[src/cim_map.svh]
// Constants of the custom-instruction port: widths, codes, defaults.
// Assumes inclusion by cim_pkg, the port modules and the bench only.
`ifndef CIM_MAP_SVH
`define CIM_MAP_SVH

`define CIM_WORD_W       32
`define CIM_EXT_MAX      8
`define CIM_ADDR_W       5
`define CIM_IDLE_W       16
`define CIM_ERR_W        2
`define CIM_TMO_W        16
`define CIM_CNT_W        8

`define CIM_OPER_DEF     2
`define CIM_FIXED_DEF    2
`define CIM_EXT_W_DEF    1
`define CIM_COMB_LAT     1
`define CIM_DEPTH_DEF    8

`define CIM_ERR_NONE     2'h0
`define CIM_ERR_NO_START 2'h1
`define CIM_ERR_BAD_DATA 2'h2
`define CIM_ERR_NO_ISSUE 2'h3

`define CIM_OP_ADD       2'h0
`define CIM_OP_XOR       2'h1
`define CIM_OP_PASS      2'h2

`define CIM_SEL_IDLE     1'b1
`define CIM_GATE_RST     1'b1

`endif

[src/cim_pkg.sv]
// Types shared by both ends of the custom-instruction port.
// Assumes cim_map.svh is on the include path.
`include "cim_map.svh"

package cim_pkg;

  typedef logic [`CIM_WORD_W-1:0]  cim_word_type_t;
  typedef logic [`CIM_EXT_MAX-1:0] cim_ext_opcode_type_t;
  typedef logic [`CIM_ADDR_W-1:0]  cim_regfile_index_type_t;

  typedef struct packed {
    cim_word_type_t          dataa;
    cim_word_type_t          datab;
    cim_ext_opcode_type_t    n;
    cim_regfile_index_type_t a;
    cim_regfile_index_type_t b;
    cim_regfile_index_type_t c;
    logic                    readra;
    logic                    readrb;
    logic                    writerc;
    logic [`CIM_IDLE_W-1:0]  idle;
    logic [`CIM_ERR_W-1:0]   err_inj;
  } cim_instr_t;

  typedef enum logic [1:0] {
    CIM_S_IDLE = 2'b00,
    CIM_S_WAIT = 2'b01,
    CIM_S_BUSY = 2'b10
  } cim_mstate_t;

endpackage

[src/cim_if.sv]
// Pin bundle between the instruction master and the slave logic.
// Assumes both ends run on the same sys_clk; absent pins are tied.
`timescale 1ns/1ps

interface cim_if;
  import cim_pkg::*;

  logic                    clk_en;
  logic                    start;
  logic                    done;
  cim_word_type_t          dataa;
  cim_word_type_t          datab;
  cim_ext_opcode_type_t    n;
  cim_regfile_index_type_t a;
  cim_regfile_index_type_t b;
  cim_regfile_index_type_t c;
  logic                    readra;
  logic                    readrb;
  logic                    writerc;
  cim_word_type_t          result;

  modport master (
    output clk_en, start, dataa, datab, n, a, b, c, readra, readrb, writerc,
    input  done, result
  );

  modport slave (
    input  clk_en, start, dataa, datab, n, a, b, c, readra, readrb, writerc,
    output done, result
  );
endinterface

[src/cim_fifo.sv]
// Ordered queue with occupancy count and registered full/valid flags.
// Assumes one clock; pop is honoured only while out_valid is high.
`timescale 1ns/1ps

module cim_fifo #(
  parameter int W     = 8,
  parameter int DEPTH = 8,
  parameter int CW    = 8
) (
  // Clock and reset
  input  wire logic          sys_clk,
  input  wire logic          rstn,
  // Fill side
  input  wire logic          in_valid,
  input  wire logic [W-1:0]  in_data,
  output logic               in_ready,
  // Drain side
  input  wire logic          out_pop,
  output logic [W-1:0]       out_data,
  output logic               out_valid,
  output logic [CW-1:0]      count
);
  localparam int AW = (DEPTH > 2) ? $clog2(DEPTH) : 1;

  if (DEPTH < 2 || DEPTH >= (1 << CW))
    $error("cim_fifo: DEPTH out of range");

  logic [W-1:0]  mem [DEPTH];
  logic [AW-1:0] wr_ptr_reg;
  logic [AW-1:0] rd_ptr_reg;
  logic [CW-1:0] count_next;
  logic          push;
  logic          pop;

  assign push       = in_valid & in_ready;
  assign pop        = out_pop & out_valid;
  assign out_data   = mem[rd_ptr_reg];
  assign count_next = count + CW'(push) - CW'(pop);

  always_ff @(posedge sys_clk)
  begin
    if (push)
      mem[wr_ptr_reg] <= in_data;
  end

  always_ff @(posedge sys_clk or negedge rstn)
  begin
    if (!rstn)
    begin
      wr_ptr_reg <= '0;
      rd_ptr_reg <= '0;
      count      <= '0;
      in_ready   <= 1'b1;
      out_valid  <= 1'b0;
    end
    else
    begin
      if (push)
        wr_ptr_reg <= (wr_ptr_reg == AW'(DEPTH - 1)) ? '0 : wr_ptr_reg + 1'b1;
      if (pop)
        rd_ptr_reg <= (rd_ptr_reg == AW'(DEPTH - 1)) ? '0 : rd_ptr_reg + 1'b1;
      count     <= count_next;
      in_ready  <= (count_next != CW'(DEPTH));
      out_valid <= (count_next != '0);
    end
  end
endmodule // cim_fifo

[src/cim_master.sv]
// Instruction master: queues instructions, drives them, collects results.
// Assumes the slave shares sys_clk; done and result need no synchroniser.
`timescale 1ns/1ps
`include "cim_map.svh"

module cim_master
  import cim_pkg::*;
#(
  parameter int N_OPER    = `CIM_OPER_DEF,
  parameter int FIXED_LEN = `CIM_FIXED_DEF,
  parameter bit USE_RES   = 1'b1,
  parameter bit USE_MULTI = 1'b0,
  parameter bit USE_START = 1'b1,
  parameter bit USE_DONE  = 1'b1,
  parameter bit USE_EXT   = 1'b0,
  parameter int EXT_W     = `CIM_EXT_W_DEF,
  parameter bit USE_RA    = 1'b0,
  parameter bit USE_RB    = 1'b0,
  parameter bit USE_RC    = 1'b0,
  parameter int IQ_DEPTH  = `CIM_DEPTH_DEF,
  parameter int RQ_DEPTH  = `CIM_DEPTH_DEF
) (
  // Clock and reset
  input  wire logic                  sys_clk,
  input  wire logic                  rstn,
  // Port to slave logic
  cim_if.master                      bus,
  // Instruction queue
  input  wire logic                  iq_push,
  input  wire cim_instr_t            iq_data,
  output logic                       iq_ready,
  output logic [`CIM_CNT_W-1:0]      iq_count,
  // Result queue
  input  wire logic                  rq_pop,
  output logic [`CIM_CNT_W-1:0]      rq_count,
  output cim_word_type_t             res_value,
  output logic [`CIM_TMO_W-1:0]      res_delay,
  output logic                       res_valid,
  // Control
  input  wire logic                  gate_wr,
  input  wire logic                  gate_val,
  input  wire logic [`CIM_TMO_W-1:0] ce_tmo,
  input  wire logic [`CIM_TMO_W-1:0] instr_tmo,
  input  wire logic [`CIM_TMO_W-1:0] res_tmo,
  input  wire logic [`CIM_CNT_W-1:0] iq_max,
  input  wire logic [`CIM_CNT_W-1:0] iq_min,
  input  wire logic [`CIM_CNT_W-1:0] rq_max,
  input  wire logic [`CIM_CNT_W-1:0] rq_min,
  // Events
  output logic                       ev_instr_start,
  output logic                       ev_all_done,
  output logic                       ev_result,
  output logic                       ev_unexpected,
  output logic                       ev_fatal,
  output logic [1:0]                 ev_q_max,
  output logic [1:0]                 ev_q_min
);
  localparam int TW = `CIM_TMO_W;
  localparam int RW = `CIM_WORD_W + TW;
  localparam logic [TW-1:0] TARGET =
    USE_MULTI ? TW'(FIXED_LEN - 1) : TW'(`CIM_COMB_LAT);
  localparam cim_ext_opcode_type_t EXT_MASK = `CIM_EXT_MAX'((1 << EXT_W) - 1);
  localparam bit HAS_START = USE_MULTI & USE_START;
  localparam bit HAS_DONE  = USE_MULTI & USE_DONE;

  if (N_OPER < 0 || N_OPER > 2 || FIXED_LEN < 2 || EXT_W < 1 || EXT_W > `CIM_EXT_MAX)
    $error("cim_master: unsupported parameter value");

  cim_mstate_t     state_reg;
  cim_instr_t      cur_reg;
  cim_instr_t      iq_head;
  logic [`CIM_IDLE_W-1:0] cnt_reg;
  logic [TW-1:0]   lat_reg;
  logic [TW-1:0]   ce_cnt_reg;
  logic            iq_valid;
  logic            iq_pop;
  logic            rq_ready;
  logic            rq_valid;
  logic [RW-1:0]   rq_head;
  logic            en;
  logic            sample_now;
  logic            sample_ok;
  logic            ce_exp;
  logic            ins_exp;
  logic            res_exp;
  logic            abort;
  logic            issue;
  logic            inj_drop;
  logic            overflow;
  logic            finish;
  cim_word_type_t  res_in;

  cim_fifo #(.W($bits(cim_instr_t)), .DEPTH(IQ_DEPTH), .CW(`CIM_CNT_W)) u_iq (
    .sys_clk   (sys_clk),
    .rstn      (rstn),
    .in_valid  (iq_push),
    .in_data   (iq_data),
    .in_ready  (iq_ready),
    .out_pop   (iq_pop),
    .out_data  (iq_head),
    .out_valid (iq_valid),
    .count     (iq_count)
  );

  cim_fifo #(.W(RW), .DEPTH(RQ_DEPTH), .CW(`CIM_CNT_W)) u_rq (
    .sys_clk   (sys_clk),
    .rstn      (rstn),
    .in_valid  (sample_ok),
    .in_data   ({res_in, lat_reg + 1'b1}),
    .in_ready  (rq_ready),
    .out_pop   (rq_pop),
    .out_data  (rq_head),
    .out_valid (rq_valid),
    .count     (rq_count)
  );

  assign en         = bus.clk_en;
  assign res_in     = USE_RES ? bus.result : '0;
  assign iq_pop     = (state_reg == CIM_S_IDLE) & iq_valid;
  assign sample_now = (state_reg == CIM_S_BUSY) & en &
                      (HAS_DONE ? bus.done : (lat_reg == TARGET));
  assign ce_exp     = (ce_tmo != '0) & (ce_cnt_reg >= ce_tmo);
  assign ins_exp    = (state_reg == CIM_S_WAIT) & (instr_tmo != '0) &
                      (lat_reg >= instr_tmo);
  assign res_exp    = (state_reg == CIM_S_BUSY) & (res_tmo != '0) &
                      (lat_reg >= res_tmo) & !sample_now;
  assign abort      = (state_reg != CIM_S_IDLE) & (ce_exp | ins_exp | res_exp);
  assign issue      = (state_reg == CIM_S_WAIT) & en & (cnt_reg == '0) & !abort;
  assign inj_drop   = issue & (cur_reg.err_inj == `CIM_ERR_NO_ISSUE);
  assign overflow   = sample_now & !abort & !rq_ready;
  assign sample_ok  = sample_now & !abort & rq_ready;
  assign finish     = sample_ok | abort | inj_drop | overflow;

  // Clock gate register
  always_ff @(posedge sys_clk or negedge rstn)
  begin
    if (!rstn)
      bus.clk_en <= `CIM_GATE_RST;
    else if (gate_wr)
      bus.clk_en <= gate_val;
  end

  // Sequencer
  always_ff @(posedge sys_clk or negedge rstn)
  begin
    if (!rstn)
    begin
      state_reg <= CIM_S_IDLE;
      cur_reg   <= '0;
      cnt_reg   <= '0;
      lat_reg   <= '0;
    end
    else
    begin
      case (state_reg)
        CIM_S_IDLE:
        begin
          if (iq_valid)
          begin
            cur_reg   <= iq_head;
            cnt_reg   <= iq_head.idle;
            lat_reg   <= '0;
            state_reg <= CIM_S_WAIT;
          end
        end
        CIM_S_WAIT:
        begin
          if (abort || inj_drop)
            state_reg <= CIM_S_IDLE;
          else if (issue)
          begin
            lat_reg   <= '0;
            state_reg <= CIM_S_BUSY;
          end
          else
          begin
            lat_reg <= lat_reg + 1'b1;
            if (en)
              cnt_reg <= cnt_reg - 1'b1;
          end
        end
        CIM_S_BUSY:
        begin
          if (abort || sample_now)
            state_reg <= CIM_S_IDLE;
          else if (en)
            lat_reg <= lat_reg + 1'b1;
        end
        default: state_reg <= CIM_S_IDLE;
      endcase
    end
  end

  // Clock-gate stall counter
  always_ff @(posedge sys_clk or negedge rstn)
  begin
    if (!rstn)
      ce_cnt_reg <= '0;
    else if (en || abort || (state_reg == CIM_S_IDLE && !iq_valid))
      ce_cnt_reg <= '0;
    else
      ce_cnt_reg <= ce_cnt_reg + 1'b1;
  end

  // Instruction pins
  always_ff @(posedge sys_clk or negedge rstn)
  begin
    if (!rstn)
    begin
      bus.start   <= 1'b0;
      bus.dataa   <= '0;
      bus.datab   <= '0;
      bus.n       <= '0;
      bus.a       <= '0;
      bus.b       <= '0;
      bus.c       <= '0;
      bus.readra  <= `CIM_SEL_IDLE;
      bus.readrb  <= `CIM_SEL_IDLE;
      bus.writerc <= `CIM_SEL_IDLE;
    end
    else if (issue && !inj_drop)
    begin
      bus.start   <= HAS_START & (cur_reg.err_inj != `CIM_ERR_NO_START);
      bus.dataa   <= (N_OPER >= 1) ?
                     ((cur_reg.err_inj == `CIM_ERR_BAD_DATA) ? ~cur_reg.dataa : cur_reg.dataa)
                     : '0;
      bus.datab   <= (N_OPER == 2) ? cur_reg.datab : '0;
      bus.n       <= USE_EXT ? (cur_reg.n & EXT_MASK) : '0;
      bus.a       <= USE_RA ? cur_reg.a : '0;
      bus.b       <= USE_RB ? cur_reg.b : '0;
      bus.c       <= USE_RC ? cur_reg.c : '0;
      bus.readra  <= USE_RA ? cur_reg.readra : `CIM_SEL_IDLE;
      bus.readrb  <= USE_RB ? cur_reg.readrb : `CIM_SEL_IDLE;
      bus.writerc <= USE_RC ? cur_reg.writerc : `CIM_SEL_IDLE;
    end
    else if (finish)
    begin
      bus.start   <= 1'b0;
      bus.dataa   <= '0;
      bus.datab   <= '0;
      bus.n       <= '0;
      bus.a       <= '0;
      bus.b       <= '0;
      bus.c       <= '0;
      bus.readra  <= `CIM_SEL_IDLE;
      bus.readrb  <= `CIM_SEL_IDLE;
      bus.writerc <= `CIM_SEL_IDLE;
    end
    else if (state_reg == CIM_S_BUSY && en)
      bus.start <= 1'b0;
  end

  // Result read-out
  always_ff @(posedge sys_clk or negedge rstn)
  begin
    if (!rstn)
    begin
      res_value <= '0;
      res_delay <= '0;
      res_valid <= 1'b0;
    end
    else
    begin
      res_valid <= rq_pop & rq_valid;
      if (rq_pop && rq_valid)
        {res_value, res_delay} <= rq_head;
    end
  end

  // Event pulses
  always_ff @(posedge sys_clk or negedge rstn)
  begin
    if (!rstn)
    begin
      ev_instr_start <= 1'b0;
      ev_all_done    <= 1'b0;
      ev_result      <= 1'b0;
      ev_unexpected  <= 1'b0;
      ev_fatal       <= 1'b0;
    end
    else
    begin
      ev_instr_start <= issue & !inj_drop;
      ev_all_done    <= finish & !iq_valid;
      ev_result      <= sample_ok;
      ev_unexpected  <= HAS_DONE & bus.done & (state_reg != CIM_S_BUSY);
      ev_fatal       <= abort | inj_drop | overflow;
    end
  end

  // Queue thresholds: index 0 instructions, 1 results
  logic [`CIM_CNT_W-1:0] q_cnt [2];
  logic [`CIM_CNT_W-1:0] q_max [2];
  logic [`CIM_CNT_W-1:0] q_min [2];
  assign q_cnt[0] = iq_count;
  assign q_cnt[1] = rq_count;
  assign q_max[0] = iq_max;
  assign q_max[1] = rq_max;
  assign q_min[0] = iq_min;
  assign q_min[1] = rq_min;

  for (genvar g = 0; g < 2; g++)
  begin : g_thr
    logic hi_reg;
    logic lo_reg;
    always_ff @(posedge sys_clk or negedge rstn)
    begin
      if (!rstn)
      begin
        hi_reg      <= 1'b0;
        lo_reg      <= 1'b0;
        ev_q_max[g] <= 1'b0;
        ev_q_min[g] <= 1'b0;
      end
      else
      begin
        hi_reg      <= (q_cnt[g] > q_max[g]);
        lo_reg      <= (q_cnt[g] < q_min[g]);
        ev_q_max[g] <= (q_cnt[g] > q_max[g]) & !hi_reg;
        ev_q_min[g] <= (q_cnt[g] < q_min[g]) & !lo_reg;
      end
    end
  end
endmodule // cim_master

[src/flat_wrapper.sv]
// flat-port wrapper written by rule: the top's interface ports become plain ports
module cim_master_flat import cim_pkg::*;
#(
  parameter int N_OPER    = `CIM_OPER_DEF,
  parameter int FIXED_LEN = `CIM_FIXED_DEF,
  parameter bit USE_RES   = 1'b1,
  parameter bit USE_MULTI = 1'b0,
  parameter bit USE_START = 1'b1,
  parameter bit USE_DONE  = 1'b1,
  parameter bit USE_EXT   = 1'b0,
  parameter int EXT_W     = `CIM_EXT_W_DEF,
  parameter bit USE_RA    = 1'b0,
  parameter bit USE_RB    = 1'b0,
  parameter bit USE_RC    = 1'b0,
  parameter int IQ_DEPTH  = `CIM_DEPTH_DEF,
  parameter int RQ_DEPTH  = `CIM_DEPTH_DEF
)
  (sys_clk, rstn, iq_push, iq_data, iq_ready, iq_count, rq_pop, rq_count, res_value, res_delay, res_valid, gate_wr, gate_val, ce_tmo, instr_tmo, res_tmo, iq_max, iq_min, rq_max, rq_min, ev_instr_start, ev_all_done, ev_result, ev_unexpected, ev_fatal, ev_q_max, ev_q_min, bus_clk_en, bus_start, bus_dataa, bus_datab, bus_n, bus_a, bus_b, bus_c, bus_readra, bus_readrb, bus_writerc, bus_done, bus_result);
  cim_if bus_i ();
  input  wire logic sys_clk;
  input  wire logic rstn;
  input  wire logic iq_push;
  input  wire cim_instr_t iq_data;
  output logic iq_ready;
  output logic [`CIM_CNT_W-1:0] iq_count;
  input  wire logic rq_pop;
  output logic [`CIM_CNT_W-1:0] rq_count;
  output cim_word_type_t res_value;
  output logic [`CIM_TMO_W-1:0] res_delay;
  output logic res_valid;
  input  wire logic gate_wr;
  input  wire logic gate_val;
  input  wire logic [`CIM_TMO_W-1:0] ce_tmo;
  input  wire logic [`CIM_TMO_W-1:0] instr_tmo;
  input  wire logic [`CIM_TMO_W-1:0] res_tmo;
  input  wire logic [`CIM_CNT_W-1:0] iq_max;
  input  wire logic [`CIM_CNT_W-1:0] iq_min;
  input  wire logic [`CIM_CNT_W-1:0] rq_max;
  input  wire logic [`CIM_CNT_W-1:0] rq_min;
  output logic ev_instr_start;
  output logic ev_all_done;
  output logic ev_result;
  output logic ev_unexpected;
  output logic ev_fatal;
  output logic [1:0] ev_q_max;
  output logic [1:0] ev_q_min;
  output wire logic [$bits(bus_i.clk_en)-1:0] bus_clk_en;
  output wire logic [$bits(bus_i.start)-1:0] bus_start;
  output wire logic [$bits(bus_i.dataa)-1:0] bus_dataa;
  output wire logic [$bits(bus_i.datab)-1:0] bus_datab;
  output wire logic [$bits(bus_i.n)-1:0] bus_n;
  output wire logic [$bits(bus_i.a)-1:0] bus_a;
  output wire logic [$bits(bus_i.b)-1:0] bus_b;
  output wire logic [$bits(bus_i.c)-1:0] bus_c;
  output wire logic [$bits(bus_i.readra)-1:0] bus_readra;
  output wire logic [$bits(bus_i.readrb)-1:0] bus_readrb;
  output wire logic [$bits(bus_i.writerc)-1:0] bus_writerc;
  input wire logic [$bits(bus_i.done)-1:0] bus_done;
  input wire logic [$bits(bus_i.result)-1:0] bus_result;
  assign bus_clk_en = bus_i.clk_en;
  assign bus_start = bus_i.start;
  assign bus_dataa = bus_i.dataa;
  assign bus_datab = bus_i.datab;
  assign bus_n = bus_i.n;
  assign bus_a = bus_i.a;
  assign bus_b = bus_i.b;
  assign bus_c = bus_i.c;
  assign bus_readra = bus_i.readra;
  assign bus_readrb = bus_i.readrb;
  assign bus_writerc = bus_i.writerc;
  assign bus_i.done = bus_done;
  assign bus_i.result = bus_result;
  cim_master #(.N_OPER(N_OPER), .FIXED_LEN(FIXED_LEN), .USE_RES(USE_RES), .USE_MULTI(USE_MULTI), .USE_START(USE_START), .USE_DONE(USE_DONE), .USE_EXT(USE_EXT), .EXT_W(EXT_W), .USE_RA(USE_RA), .USE_RB(USE_RB), .USE_RC(USE_RC), .IQ_DEPTH(IQ_DEPTH), .RQ_DEPTH(RQ_DEPTH)) u_core (.sys_clk(sys_clk), .rstn(rstn), .bus(bus_i), .iq_push(iq_push), .iq_data(iq_data), .iq_ready(iq_ready), .iq_count(iq_count), .rq_pop(rq_pop), .rq_count(rq_count), .res_value(res_value), .res_delay(res_delay), .res_valid(res_valid), .gate_wr(gate_wr), .gate_val(gate_val), .ce_tmo(ce_tmo), .instr_tmo(instr_tmo), .res_tmo(res_tmo), .iq_max(iq_max), .iq_min(iq_min), .rq_max(rq_max), .rq_min(rq_min), .ev_instr_start(ev_instr_start), .ev_all_done(ev_all_done), .ev_result(ev_result), .ev_unexpected(ev_unexpected), .ev_fatal(ev_fatal), .ev_q_max(ev_q_max), .ev_q_min(ev_q_min));
endmodule
[config.mk]
export PLATFORM = sky130hd
export DESIGN_NAME = cim_master_flat
export DESIGN_NICKNAME = d
export VERILOG_FILES = /design/src/cim_pkg.sv /design/src/cim_if.sv /design/src/cim_fifo.sv /design/src/cim_master.sv /design/src/flat_wrapper.sv
export VERILOG_INCLUDE_DIRS = /design/src
export SDC_FILE = /design/constraint.sdc
export NUM_CORES = 2
export LEC_CHECK = 0
export BUFFER_PORTS_ARGS = -buffer_cell sky130_fd_sc_hd__buf_2
export CORE_ASPECT_RATIO = 2
export CORE_MARGIN = 2
export CORE_UTILIZATION = 45
export DETAILED_ROUTE_END_ITERATION = 8
export GPL_ROUTABILITY_DRIVEN = 0
export SKIP_LAST_GASP = 1
export SYNTH_ARGS = -nofsm -noshare
export SYNTH_HDL_FRONTEND = slang
export SYNTH_SLANG_ARGS = --single-unit
[constraint.sdc]
create_clock -name sys_clk -period 7.4 [get_ports sys_clk]
set_input_delay 1.48 -clock sys_clk [delete_from_list [all_inputs] [get_ports sys_clk]]
set_output_delay 1.48 -clock sys_clk [all_outputs]
set_load 0.01 [all_outputs]
==> key figures <==
Detailed routing
  • Pre-antenna DRT Iters: 5
  • WL/cell: 24.7 um
  • Initial DRC count: 1612
  • Post-DRT Antenna Nets: 0
  • Final WL: 121 mm
  • # DRC: 0
  • Via count: 27300
  • Via density: 5.59

Floorplanning
  • Die Height: 488 um
  • I/O Pins: 394
  • Die area: 0.120 mm^2
  • Core box area: 0.116 mm^2
  • Die X: 246 um
  • Core Rows: 177
  • Initial Util: 0.454

Yosys
  • Cell Area, Synth: 0.0528 mm^2
  • Yosys warns: 0
  • Synth area leaders: edfxtp_1, dfrtp_1, mux4_2, mux2i_1, ha_1
  • Synth area leader: edfxtp_1
  • Synth unique cells: 71
  • Async S/R FF share, synth: 0.209
  • Register area share after synthesis: 0.722
  • Share of the synthesized area in the top cell type: 0.592
  • Top_reg_cell synth: edfxtp_1
  • Count leader, synth: edfxtp_1
  • Syn Inst Count: 2903
  • Avg Inst Size Synth: 18.2 um^2
  • Post-synth top cells: edfxtp_1, dfrtp_1, mux4_2, nand2_1, mux2i_1
  • Post-synth EDFFs: 1040
  • Synth Register Bits: 1314

Power and ir drop
  • Worst vdd rail ir drop: 0.260 mV
  • Pwr/cell area: 359 mW/mm^2
  • Pleak: 22.2 nW
  • Total power: 21.6 mW

Finish
  • Synthesis-to-finish area growth: 13.9%
  • Number of flip-flops in the largest register: 656
  • Share of cells above drive strength 1: 0.256
  • Final cell count without fillers: 4887
  • Nets: 3593
  • Design Area, Final: 0.0601 mm^2

Setup path
  • CP Cell Sequence: buf_2 > ha_1 > nand2b_1 > a2111o_1 > a32oi_2 > o2111ai_2 > a22o_1 > or3_1 > buf_4 > xnor2_1 > ha_1 > inv_1 > fa_1 > inv_1 > a21oi_1 > o21bai_1 > xor2_1 > or4_1 > nor4_1 > nand2b_1
  • CP Data Required Time: 7.97 ns
  • Slowest cell on crit path: fa_1
  • CP Capture Type: register
  • Kind of critical path: in2reg
  • Max incr delay on CP: 0.43 ns
  • WP buf/inv: 4
  • Crit path launch: ce_tmo[0]
  • Largest fanout on the critical path: 15
  • WP data arrival: 6.04 ns
  • Reg2reg start: u_core.lat_reg[0]
  • Top delay family on crit path: compound AO/OA/AOI/OAI gates
  • Worst Setup Start Kind: input port

Clock network
  • Setup bufs post-CTS: 0
  • Cts hold-fix bufs: 0
  • Clk_lat worst skew: 0.73 ns
  • Clock root buffer master: clkbuf_16
  • CTS Buffer Depth: 3
  • CTS resizes: 0
  • CTS tree: yes
  • H-tree depth: 3
  • Clk sink count: 1314
  • CTS Buf Count: 111
  • CTS clk-pin slew, worst paths: 0.06 ns

STA
  • Achievable Freq: 183 MHz
  • Slew headroom: 0.236
  • Final setup viols: 0
  • Setup TNS: 0 ns
  • Worst Max-Slew Pin Slew: 1.15 ns
  • Layout Skew: 0.0343 ns
  • Hold WS: 0.395 ns
  • Tmin final: 5.47 ns
  • RSZ-0062 raised after global routing: no
  • Final hold vios: 0
  • Final Max Tran Viols: 0
  • Period utilization: 0.739

Run
  • Max Cap Viol: 0

Placed design
  • Post-DP HPWL: 70.2 mm
  • Port Buffers: 338
  • DP Area: 0.0563 mm^2
  • DP Cell Count: 4662

Global routing
  • First-pass GRT wire length: 182 mm
  • Pin count of the biggest net entering global routing: 105
  • Vias in the first global route: 29400
  • Global route overflow: 0
  • Initial antenna violation count: 36
  • GRT Total Usage: 0.203

Min path
  • Tightest Hold Check Type: reg2reg
  • Worst Hold Launch: u_core.g_thr[1].hi_reg

Run status
  • Status: finished clean
[final timing paths]
check,to,slack [ns],cells past startpoint
worst max-delay path,u_core.u_rq.out_valid,1.93,20
max in group asynchronous,u_core.bus.datab[29],5.40,2
min in group asynchronous,u_core.res_value[10],0.79,1
worst min register to register,u_core.ev_q_max[1],0.40,1
worst max register to register,u_core.u_rq.out_valid,2.32,20
worst min-delay path,u_core.ev_q_max[1],0.40,1
[logic make-up after synthesis]
group	share of synthesized area
multiplexers	0.143
flip-flops	0.722
AND/OR/NAND/NOR	0.0342
adder cells (fa/ha/maj)	0.0268
AO/OA/AOI/OAI	0.0434
other	0.000142
XOR/XNOR	0.00730
buffers and inverters	0.0229
[layout make-up]
cell class,instances,area (um^2)
Clock buffer,160,3140
Clock inverter,52,632
Antenna cell,13,32.5
Sequential cell,1314,38100
Multi-Input combinational cell,1332,13700
Timing Repair Buffer,376,2110
Inverter,119,447
Fill cell,9364,56200
Tap cell,1521,1900
[routing by layer]
layer  track usage  routed length (um)  vias up
met5             0                 268        -
met4        0.0573                2560       38
met3        0.0449                7410      190
met2         0.367               63600      739
met1         0.241               46900    14300
li1              -                   -    12100
[stage by stage]
stage | utilization | worst slack [ns]
2_1_floorplan | - | -1.59
3_3_place_gp | 0.484 | 1.18
3_5_place_dp | 0.484 | 1.19
4_1_cts | 0.517 | 1.95
5_1_grt | 0.517 | 1.65
6_report | 0.517 | 1.93
[power breakdown]
group | leakage, nW | switching, mW | internal (mW)
Sequential | 13.0 | 0.806 | 9.07
Combinational | 7.33 | 3.08 | 2.65
Clock | 1.85 | 2.65 | 3.33
Total | 22.2 | 6.54 | 15.0
[cell usage in the layout (no fill, tap or decap), types with 8 or more instances in the layout]
master	synthesis	layout
a211oi_1	9	9
a21o_1	18	18
a21oi_1	40	40
a22o_1	79	79
and3_1	12	12
buf_12	0	10
buf_2	13	337
buf_4	32	28
bufinv_16	0	10
clkbuf_1	74	32
clkbuf_16	0	112
clkbuf_8	0	16
clkinv_2	0	21
conb_1	2	28
dfrtp_1	271	265
diode_2	0	13
edfxtp_1	1040	1040
ha_1	110	110
inv_1	119	119
mux2_2	9	9
mux2i_1	160	160
mux4_2	260	260
nand2_1	177	175
nand2b_1	13	13
nand3_1	31	31
nand4_1	11	11
nor2_1	53	47
nor2_4	1	8
nor2b_1	14	14
nor3_1	17	13
nor4_1	23	20
o21ai_0	138	138
o21bai_1	9	9
or3_1	8	8
xnor2_1	26	26
xor2_1	18	18
No activity file was read; power rests on OpenSTA's default activity.
